## src/sca_map.vh

```
// constants for the serial character adapter timing block
`ifndef SCA_MAP_VH
`define SCA_MAP_VH
`define SCA_CLK_HZ 20000000
`define SCA_FRAME_BITS 11
`define SCA_DATA_BITS 8
`define SCA_OP_BITS 9
`define SCA_LOAD_BITS 2
`define SCA_DIV_W 20
`define SCA_BIT_W 4
`define SCA_RATE_W 4
`define SCA_CC_W 3
`define SCA_CC_EXC 3'h2
`define SCA_CC_DE 3'h3
`define SCA_CC_ATT 3'h4
`define SCA_CC_ATT_EXC 3'h6
`define SCA_CC_ATT_DE 3'h7
`define SCA_CC_NONE 3'h0
`define SCA_RX_RESET 8'hff
`endif

```

## src/sca_bit_tick.v

```verilog
// bit-time tick generator from the selected rate code
`timescale 1ns/1ps
`include "sca_map.vh"
module sca_bit_tick (
	// clock and reset
	input wire i_clk,
	input wire i_rst_n,
	// control
	input wire i_restart,
	input wire [`SCA_RATE_W-1:0] i_rate,
	// tick
	output wire o_tick
);
	// cycles per bit time at 20 MHz; reserved codes fall back to 9600
	function [`SCA_DIV_W-1:0] sca_div;
		input [`SCA_RATE_W-1:0] r;
		begin
			case (r)
			4'h0: sca_div = 20'd181818;
			4'h4: sca_div = 20'd400000;
			4'h5: sca_div = 20'd200000;
			4'h6: sca_div = 20'd100000;
			4'h8: sca_div = 20'd266667;
			4'h9: sca_div = 20'd133333;
			4'ha: sca_div = 20'd66667;
			4'hb: sca_div = 20'd33333;
			4'hc: sca_div = 20'd16667;
			4'hd: sca_div = 20'd8333;
			4'he: sca_div = 20'd4167;
			default: sca_div = 20'd2083;
			endcase
		end
	endfunction
	reg [`SCA_DIV_W-1:0] cnt_q;
	wire [`SCA_DIV_W-1:0] top = sca_div(i_rate) - 20'h1;
	assign o_tick = (cnt_q == top) && !i_restart;
	always @(posedge i_clk or negedge i_rst_n) begin
		if (!i_rst_n) begin
			cnt_q <= 20'h0;
		end else if (i_restart || o_tick || cnt_q > top) begin
			cnt_q <= 20'h0;
		end else begin
			cnt_q <= cnt_q + 20'h1;
		end
	end
endmodule // sca_bit_tick

```

## src/sca_adapter.v

```verilog
// serial character adapter: transmit/receive timing and condition codes
`timescale 1ns/1ps
`include "sca_map.vh"
////////////////////////////////////////////////////////////////////////////
// Function
// - device end posted nine bit times after transmit starts
// - two bit time load window follows device end posting
// - write inside load window waits until window ends
// - write busy from write acceptance, including deferred wait
// - write after window expires starts transmit at once
// - transmit completion signalled with condition code 3
// - receive interrupt posted nine bit times after start bit
// - normal receive loads data register and posts attention
// - receive while unread character held runs overrun, code 2
// - held character stays readable during overrun
// - read still needed after accepting condition code 2, else the character stays unread
// - read within gap after code 2 makes next receive code 4
// - further read delay gives another overrun and code 2
// - normal plus overrun both completed report code 6
// - frame is start, eight data, two stop bits
// - exception presented before device end, which stays pending
// - overrun discards new character, keeps old one
module sca_adapter (
	// clock and reset
	input wire i_clk,
	input wire i_rst_n,
	// configuration
	input wire [`SCA_RATE_W-1:0] i_rate,
	// processor side
	input wire i_wr,
	input wire [`SCA_DATA_BITS-1:0] i_wr_data,
	input wire i_rd,
	input wire i_int_ack,
	output wire o_wr_busy,
	output wire o_int_req,
	output wire [`SCA_CC_W-1:0] o_cc,
	output wire [`SCA_DATA_BITS-1:0] o_rx_data,
	// serial line
	input wire i_rxd,
	output wire o_txd
);
	////////////////////////////////////////////////////////////////////
	localparam TX_IDLE = 2'h0;
	localparam TX_SEND = 2'h1;
	localparam TX_LOAD = 2'h2;
	localparam RX_IDLE = 1'b0;
	localparam RX_RUN = 1'b1;

	reg [1:0] tx_st_q;
	reg [`SCA_BIT_W-1:0] tx_bit_q;
	reg [10:0] tx_sh_q;
	reg [`SCA_DATA_BITS-1:0] tx_hold_q;
	reg tx_pend_q;
	reg de_q;
	reg rx_st_q;
	reg [`SCA_BIT_W-1:0] rx_bit_q;
	reg [`SCA_DATA_BITS-1:0] rx_sh_q;
	reg [`SCA_DATA_BITS-1:0] rx_data_q;
	reg rx_full_q;
	reg rx_read_q;
	reg rx_ovr_q;
	reg att_q;
	reg exc_q;
	reg rx_prev_q;
	reg [`SCA_CC_W-1:0] cc_q;
	reg ireq_q;

	wire tx_tick;
	wire rx_tick;
	wire tx_start = (tx_st_q == TX_IDLE) && tx_pend_q;
	sca_bit_tick u_tx_tick (
		.i_clk(i_clk),
		.i_rst_n(i_rst_n),
		.i_restart(tx_start),
		.i_rate(i_rate),
		.o_tick(tx_tick)
	);
	// receive tick restarts on the start edge so bits land at the start of each cell
	wire rx_edge = (rx_st_q == RX_IDLE) && rx_prev_q && !i_rxd;
	sca_bit_tick u_rx_tick (
		.i_clk(i_clk),
		.i_rst_n(i_rst_n),
		.i_restart(rx_edge),
		.i_rate(i_rate),
		.o_tick(rx_tick)
	);

	////////////////////////////////////////////////////////////////////
	// transmit: frame of 11 bits, device end after nine
	wire tx_done = (tx_st_q == TX_SEND) && tx_tick &&
		(tx_bit_q == `SCA_OP_BITS - 1);
	wire load_done = (tx_st_q == TX_LOAD) && tx_tick &&
		(tx_bit_q == `SCA_FRAME_BITS - 1);
	assign o_wr_busy = tx_pend_q || (tx_st_q == TX_SEND);
	assign o_txd = tx_sh_q[0];
	always @(posedge i_clk or negedge i_rst_n) begin
		if (!i_rst_n) begin
			tx_st_q <= TX_IDLE;
			tx_bit_q <= 4'h0;
			tx_sh_q <= 11'h7ff;
			tx_hold_q <= 8'h00;
			tx_pend_q <= 1'b0;
		end else begin
			if (i_wr && !o_wr_busy) begin
				tx_pend_q <= 1'b1;
				tx_hold_q <= i_wr_data;
			end else if (tx_start) begin
				tx_pend_q <= 1'b0;
			end
			case (tx_st_q)
			TX_IDLE: begin
				if (tx_start) begin
					tx_st_q <= TX_SEND;
					tx_bit_q <= 4'h0;
					tx_sh_q <= {2'h3, tx_hold_q, 1'b0};
				end
			end
			TX_SEND: begin
				if (tx_tick) begin
					tx_bit_q <= tx_bit_q + 4'h1;
					tx_sh_q <= {1'b1, tx_sh_q[10:1]};
				end
				if (tx_done) begin
					tx_st_q <= TX_LOAD;
				end
			end
			TX_LOAD: begin
				// waits out both stop bits before the next start
				if (tx_tick) begin
					tx_bit_q <= tx_bit_q + 4'h1;
					tx_sh_q <= {1'b1, tx_sh_q[10:1]};
				end
				if (load_done) begin
					tx_st_q <= TX_IDLE;
				end
			end
			default: tx_st_q <= TX_IDLE;
			endcase
		end
	end

	////////////////////////////////////////////////////////////////////
	// receive: sample at start of each bit cell, post after nine bit times
	wire rx_done = (rx_st_q == RX_RUN) && rx_tick &&
		(rx_bit_q == `SCA_OP_BITS - 1);
	wire rx_mid = (rx_st_q == RX_RUN) && rx_tick;
	always @(posedge i_clk or negedge i_rst_n) begin
		if (!i_rst_n) begin
			rx_st_q <= RX_IDLE;
			rx_bit_q <= 4'h0;
			rx_sh_q <= 8'h00;
			rx_data_q <= `SCA_RX_RESET;
			rx_full_q <= 1'b0;
			rx_read_q <= 1'b0;
			rx_ovr_q <= 1'b0;
			rx_prev_q <= 1'b1;
		end else begin
			rx_prev_q <= i_rxd;
			if (i_rd) begin
				rx_read_q <= 1'b1;
			end
			case (rx_st_q)
			RX_IDLE: begin
				if (rx_edge) begin
					rx_st_q <= RX_RUN;
					rx_bit_q <= 4'h0;
					// overrun if held character never read
					rx_ovr_q <= rx_full_q && !rx_read_q && !i_rd;
				end
			end
			RX_RUN: begin
				if (rx_mid) begin
					rx_bit_q <= rx_bit_q + 4'h1;
					rx_sh_q <= {i_rxd, rx_sh_q[7:1]};
				end
				if (rx_done) begin
					rx_st_q <= RX_IDLE;
					if (!rx_ovr_q) begin
						rx_data_q <= rx_sh_q;
						rx_full_q <= 1'b1;
						rx_read_q <= 1'b0;
					end
				end
			end
			default: rx_st_q <= RX_IDLE;
			endcase
		end
	end
	assign o_rx_data = rx_data_q;

	////////////////////////////////////////////////////////////////////
	// pending conditions; posting wins over acceptance clear
	wire att_set = rx_done && !rx_ovr_q;
	wire exc_set = rx_done && rx_ovr_q;
	wire ack = i_int_ack && ireq_q;
	// clear only what the presented code carried; a later post survives
	wire clr_att = ack && cc_q[2];
	wire clr_exc = ack && cc_q[1] && !cc_q[0];
	wire ack_de = ack && cc_q[0];
	always @(posedge i_clk or negedge i_rst_n) begin
		if (!i_rst_n) begin
			att_q <= 1'b0;
			exc_q <= 1'b0;
			de_q <= 1'b0;
		end else begin
			att_q <= att_set || (att_q && !clr_att);
			exc_q <= exc_set || (exc_q && !clr_exc);
			de_q <= tx_done || (de_q && !ack_de);
		end
	end

	// code chosen from pending flags; exception outranks device end
	reg [`SCA_CC_W-1:0] cc_d;
	always @* begin
		cc_d = `SCA_CC_NONE;
		if (att_q && exc_q) begin
			cc_d = `SCA_CC_ATT_EXC;
		end else if (exc_q) begin
			cc_d = `SCA_CC_EXC;
		end else if (att_q && de_q) begin
			cc_d = `SCA_CC_ATT_DE;
		end else if (att_q) begin
			cc_d = `SCA_CC_ATT;
		end else if (de_q) begin
			cc_d = `SCA_CC_DE;
		end
	end
	always @(posedge i_clk or negedge i_rst_n) begin
		if (!i_rst_n) begin
			cc_q <= `SCA_CC_NONE;
			ireq_q <= 1'b0;
		end else begin
			cc_q <= cc_d;
			ireq_q <= (cc_d != `SCA_CC_NONE) && !ack;
		end
	end
	assign o_int_req = ireq_q;
	assign o_cc = cc_q;
endmodule // sca_adapter

```

## config.mk

```make
export PLATFORM = sky130hd
export DESIGN_NAME = sca_adapter
export DESIGN_NICKNAME = d
export VERILOG_FILES = /design/src/sca_bit_tick.v /design/src/sca_adapter.v
export VERILOG_INCLUDE_DIRS = /design/src /design/src/src
export SDC_FILE = /design/constraint.sdc
export NUM_CORES = 1
export LEC_CHECK = 0
export BUFFER_PORTS_ARGS = -buffer_cell sky130_fd_sc_hd__buf_2
export CORE_ASPECT_RATIO = 2
export CORE_MARGIN = 3
export CORE_UTILIZATION = 50
export CTS_CLUSTER_SIZE = 12
export DETAILED_ROUTE_END_ITERATION = 16
export GPL_ROUTABILITY_DRIVEN = 0
export GPL_TIMING_DRIVEN = 0
export PLACE_DENSITY = 0.72
export SLEW_MARGIN = 20
export SYNTH_ARGS = -nofsm -noshare
export SYNTH_HDL_FRONTEND = slang
export SYNTH_SLANG_ARGS = --single-unit
```

## constraint.sdc

```tcl
create_clock -name i_clk -period 3.3 [get_ports i_clk]
set_clock_uncertainty 0.2 [all_clocks]
set_input_delay 0.66 -clock i_clk [delete_from_list [all_inputs] [get_ports i_clk]]
set_output_delay 0.66 -clock i_clk [all_outputs]
set_load 0.01 [all_outputs]
```

* Yosys cells after proc, flatten, opt, wreduce, memory -nomap -nowiden
Memories as Yosys holds them, arrays and structs flattened.
Index checks and enable logic that the tools add are counted.
** Operators by class
- $add $sub $neg :: 6
- $lt $le $gt $ge :: 2
- Equal/unequal tests :: 13
- Multiplexer cells :: 29
- Bitwise logic cells :: 2
- Reduce and logical (&&, ||, !) cells :: 58
** Operators with widths (number)
- adder 20 x 1 -> 20 bit (second input constant) :: 2
- equality test 20 bit :: 2
- greater-than comparator 20 bit :: 2
- two-way mux 20 bit :: 2
- subtractor 20 x 1 -> 20 bit (second input constant) :: 2
- logical AND 1 bit :: 27
- two-way mux 11 bit :: 2
- case mux 11 bit (2 select lines) :: 1
- two-way mux 4 bit :: 4
- case mux 4 bit (2 select lines) :: 2
- equality test 4 bit (second input constant) :: 3
- zero test 1 bit :: 12
- two-way mux 3 bit :: 4
- AND reduction 3 bit :: 3
- adder 4 x 1 -> 4 bit (second input constant) :: 2
- logical OR 1 bit :: 8
- two-way mux 1 bit :: 8
- two-way mux 2 bit :: 4
- != test 2 x 1 -> 1 bit (second input constant) :: 4
- case mux 2 bit (3 select lines) :: 1
- AND reduction 2 bit :: 3
- != test 2 bit (second input constant) :: 2
- nonzero test 2 bit :: 2
- nonzero test 3 bit :: 1
- 6 further kinds :: 7
** Word-level totals
- Flip-flop bits (word level) :: 98
- Bits in read-only memories :: 608
- Memories kept :: 2
** Memory list
- (name not given) :: words 16, width 19, rd ports 1, clocked after Yosys merged registers in 0, write ports 0, RTL line sca_bit_tick.v:18 : case (r)
- (name not given) :: words 16, width 19, rd ports 1, clocked after Yosys merged registers in 0, write ports 0, RTL line sca_bit_tick.v:18

* Logic depth before layout (Yosys ltp)
- Depth in word-level cells :: 9
- Mapped depth :: 24
- Mapped depth without buffers :: 21

* By module
Synthesis repeated with hierarchy kept, for this count alone.
** Second synthesis, totals
- Cells, all modules :: 754
- Area, all modules :: 6989.2 µm²
** By module, submodules not included
- sca_adapter :: instances 1, cells each 196, area an instance 2486.1 µm², sequential area each 1423.9 µm²
- sca_bit_tick (u_tx_tick) :: instances 1, cells each 275, area an instance 2280.9 µm², sequential area each 500.5 µm²
- sca_bit_tick (u_rx_tick) :: instances 1, cells each 283, area an instance 2222.1 µm², sequential area each 500.5 µm²

* Worst setup path before layout
OpenSTA, ideal clock, no wires.
- Kind :: input to register
- Start point :: input port i_rate[0]
- End point :: register tx_st_q[0]
- Data arrival time :: 4.931 ns
- Data required time :: 2.972 ns
- Setup slack :: -1.959 ns
- Stages on the path :: 20
- Path buffers :: 3
- Cell sequence :: buf_2 inv_1 ha_1 clkbuf_2 nor2_1 a211oi_1 ha_1 o2111ai_1 buf_2 nor3_2 nor2_1 a31oi_1 o21ai_0 ha_1 nand3_1 or4_1 a2111oi_4 nand4_2 a211oi_2 mux2_1
** Between the ends
- Longest elaborated chain between the ends :: 8
- Elaborated cells between the ends (all ways) :: 11
- Classes of those cells :: 1 x add/sub; 3 x eq/ne; 6 x reduce/logical; 1 x memory
** RTL lines
- start: declaration :: RTL line sca_adapter.v:28 : input wire [`SCA_RATE_W-1:0] i_rate,
- memory (16 x 19 bit) (*)
- subtractor 20 x 1 -> 20 bit (*) :: RTL line sca_bit_tick.v:35 : wire [`SCA_DIV_W-1:0] top = sca_div(i_rate) - 20'h1;
- equality test 20 bit (*) :: RTL line sca_bit_tick.v:36 : assign o_tick = (cnt_q == top) && !i_restart;
- logical AND 1 bit (*) :: RTL line sca_bit_tick.v:36
- logical AND 1 bit (on tied branches) (2 in a row) :: RTL line sca_adapter.v:92, sca_adapter.v:90
- != test 2 bit (no source line)
- AND reduction 3 bit (no source line) (*)
- end signal: assignment :: RTL line sca_adapter.v:98 : tx_st_q <= TX_IDLE;
- end signal: assignment :: RTL line sca_adapter.v:113 : tx_st_q <= TX_SEND;
- end signal: assignment :: RTL line sca_adapter.v:124 : tx_st_q <= TX_LOAD;
- end: declaration :: RTL line sca_adapter.v:49 : reg [1:0] tx_st_q;
Every way passes the cells marked *; elsewhere a longest branch is shown, timed or not.
A chain may end at the register's enable or synchronous reset.

* Worst setup path in the final report
- Start point :: input port i_rate[1]
- End point :: register tx_st_q[0]
Same word-level chain as after synthesis.

==> flow_summary.yaml <==
floorplan:
  die_area_sq_um: 13900
  rows: 57
  die_h_microns: 164
  ios: 32
  core-area_sq_um: 12100
  die_w_microns: 84.8
  initial_core_util_pct: 51.2
sta:
  fin_crit_ns: 4.71
  rsz0062_at_grt: "yes"
  tightest_slew_ns: 1.21
  hold_viol_final: 0
  setup_viol: 81
  max-slew-margin-rel_pct: 18.8
  fmax_ghz: 0.212
  whs_ns: 0.240
  final.period_utilization_pct: 143
  setup_ws_ns: -1.41
  maxSlewViolCount: 0
synthesis:
  async_reset_ff_share_pct: 100
  synthTopCellsByArea: "dfrtp_1 31%, ha_1 11%, dfstp_2 7.6%, mux2_2 5.1%, xor2_1 4.1%"
  syn_area_sq_um: 6210
  synthMostInstantiatedCell: "dfrtp_1"
  synth.top_cell.area_share_pct: 31.4
  synth_ff_type: "dfrtp_1"
  synth-warning-count: 0
  synth_area_leader_cell: "dfrtp_1"
  yosysUniqueCellTypes: 76
  synth.ff_latch_count: 96
  seq_area_frac_synth_pct: 39.1
  ys_top_cells_by_count: "78 x dfrtp_1, 53 x ha_1, 50 x nor2_1"
  synth_edf_count: 0
  avgSynthCellArea_sq_um: 10.2
  synth_cells: 607
critical_path:
  slowest_stage: "or4_4"
  worst_r2r_endpoint: "u_tx_tick.cnt_q[0]"
  r2r_slack_ns: 0.19
  critPathKind: "in2reg"
  arrival_ns: 4.74
  slowest_delay_ns: 0.56
  setup.worst_path.start: "i_rate[1]"
  path_cells: "buf_12 -> buf_4 -> ha_2 -> mux2_4 -> a211oi_4 -> buf_6 -> nand2_8 -> nor3_4 -> nor2_1 -> a31oi_1 -> o21ai_1 -> ha_1 -> nand3_2 -> or4_4 -> a2111oi_4 -> buf_6 -> buf_6 -> a31oi_4 -> a211oi_2 -> mux2_1"
  cp_common_cell: "buf_6"
  setup.worst_path.start_class: "input pin"
  crit_end: "tx_st_q[0]"
  r2r_start: "u_tx_tick.cnt_q[5]"
  cp-end-kind: "flop"
  cp_max_fo: 8
  critPathRequiredTime_ns: 3.33
  reg2reg_depth: 11
place:
  place_area_sq_um: 6800
  dpl.cell_count: 787
  pre_cts_ws_ns: -2.42
  dp.final_hpwl_microns: 11100
  port_buffers: 31
cts:
  cts_root_buf: "clkbuf_16"
  cts_tree: "done"
  clockBufferDepth: 2
  cts.sinks: 96
  clk_latency_ns: 0.34
  cts_buffers: 9
  cts_max_level: 3
  clk_pin_slew_ns: 0.07
finish:
  drive_gt1_share_pct: 41.8
  fin_area_sq_um: 8640
  layout.cells.non_filler: 886
  multi_input_area_sq_um: 4440
  synthToLayoutAreaGrowth_pct: 39.2
  num_antenna_cells: 0
  final_nets: 805
  seq_area_sq_um: 2420
  fillers: 773
run:
  drv_cap: 0
drt:
  vias: 5282
  wl_per_cell_microns: 19.5
  drt-total-wl_microns: 17300
  vias_per_cell: 5.96
  antenna_left: 0
  first_pass_iters: 4
  drt_iter0_markers: 251
  drc: 0
run_status:
  violations: "setup timing"
  outcome: "finished, violations left"
power:
  powerDensity_nw_per_um2: 397
  cellLeakagePower_nw: 3.84
  peakVddDrop_uv: 390
  total_power_w: 0.00343
global_route:
  grt_antenna_before_repair: 0
  grt_max_degree: 71
  grt_pass1_vias: 5597
  grt_util_all_layers_pct: 23.9
  grt_pass1_wl_microns: 26600
  grt-ovfl-total: 0
worst_hold_path:
  hold_class: "in2reg"
==> worst min path at each step <==
stage / startpoint / end / slack [ns] / cells past startpoint
after global routing: i_rxd / rx_prev_q / 0.24 / 1
after floorplan: i_rst_n / att_q / 0.16 / 0
after detailed placement: rx_full_q / rx_full_q / 0.25 / 1
after CTS: i_rxd / rx_prev_q / 0.24 / 1
final: i_rxd / rx_prev_q / 0.24 / 1
after global placement: exc_q / o_cc[0] / 0.24 / 1
==> power breakdown <==
part | switching (W) | internal, W
sequential | 0.000131 | 0.00128
clock | 0.000458 | 0.000595
combinational | 0.000507 | 0.000457
==> routing by layer <==
| metal | vias to the layer above | global-route usage (%) | wire length, microns |
|---|---|---|---|
| met2 | 155 | 43.9 | 9290 |
| met1 | 2595 | 23.6 | 5970 |
| met4 | 0 | 18.7 | 1490 |
| met3 | 97 | 3.03 | 508 |
| li1 | 2435 | - | - |
| met5 | - | 0 | 0 |
==> through the flow <==
stage | TNS (ns) | util [%]
floorplan | -88.09 | -
global placement | -170.09 | 55.8
detailed placement | -174.09 | 56.1
CTS | -88.93 | 67.2
global route | -116.19 | 71.2
finish | -99.84 | 71.2
==> what timing repair did <==
item,in CTS,in global routing
setup endpoints to repair,81,81
setup buffers,54,28
hold buffers,1,0
resized for setup,110,69
hold endpoints to repair,20,0
pin swaps,53,30
gates cloned,4,2
==> flip-flops by register name (all words and copies together), names as in the netlist <==
register / count
u_rx_tick.cnt_q: 20
u_tx_tick.cnt_q: 20
tx_sh_q: 9
o_rx_data: 8
rx_sh_q: 8
tx_hold_q: 8
rx_bit_q: 4
tx_bit_q: 4
o_cc: 3
tx_st_q: 2
att_q: 1
de_q: 1
exc_q: 1
o_int_req: 1
rx_full_q: 1
rx_ovr_q: 1
rx_prev_q: 1
rx_read_q: 1
rx_st_q: 1
tx_pend_q: 1
==> placed cells by master, fill, tap and decap left out, types with 9 or more instances in the layout <==
master | Yosys | final
xor2_1 | 29 | 27
and3_1 | 14 | 13
nor2_4 | 0 | 20
clkbuf_16 | 0 | 9
buf_2 | 7 | 26
nor3_1 | 24 | 20
xnor2_1 | 20 | 17
buf_4 | 2 | 59
buf_6 | 1 | 24
nor2b_1 | 9 | 9
inv_1 | 21 | 19
nand3_1 | 26 | 21
a21oi_1 | 11 | 9
a21o_1 | 12 | 12
nor2_1 | 50 | 26
mux2_4 | 1 | 26
dfstp_2 | 18 | 18
o21ai_0 | 15 | 9
mux2_2 | 28 | 16
ha_1 | 53 | 42
nand2b_1 | 12 | 10
nand2_1 | 40 | 35
dfrtp_1 | 78 | 78
nand4_1 | 11 | 11
==> worst max-delay path, delay by kind of cell <==
kind	cells	cell delay, ns
AO/OA/AOI/OAI	6	1.15
adder cells (fa/ha/maj)	2	0.55
buffers and inverters	5	0.74
multiplexers	2	0.64
AND/OR/NAND/NOR	5	0.99
==> kinds of logic after synthesis <==
family | Yosys count | share of synthesized area, %
mux | 48 | 8.87
buf+inv | 42 | 2.96
other cells | 1 | 0.0604
simple gates | 222 | 18.6
compound gates | 91 | 11.7
flops | 96 | 39.1
fa+ha+maj | 56 | 11.2
xor+xnor | 51 | 7.64
==> area by class of cell <==
class | instances | area share [%]
Multi-Input combinational cell | 471 | 51.4
Clock buffer | 11 | 2.69
Clock inverter | 5 | 0.739
Timing Repair Buffer | 116 | 11.6
Buffer | 18 | 2.32
Inverter | 22 | 1.09
Tap cell | 147 | 2.13
Sequential cell | 96 | 28.1
(Power assumes the default switching activity.)
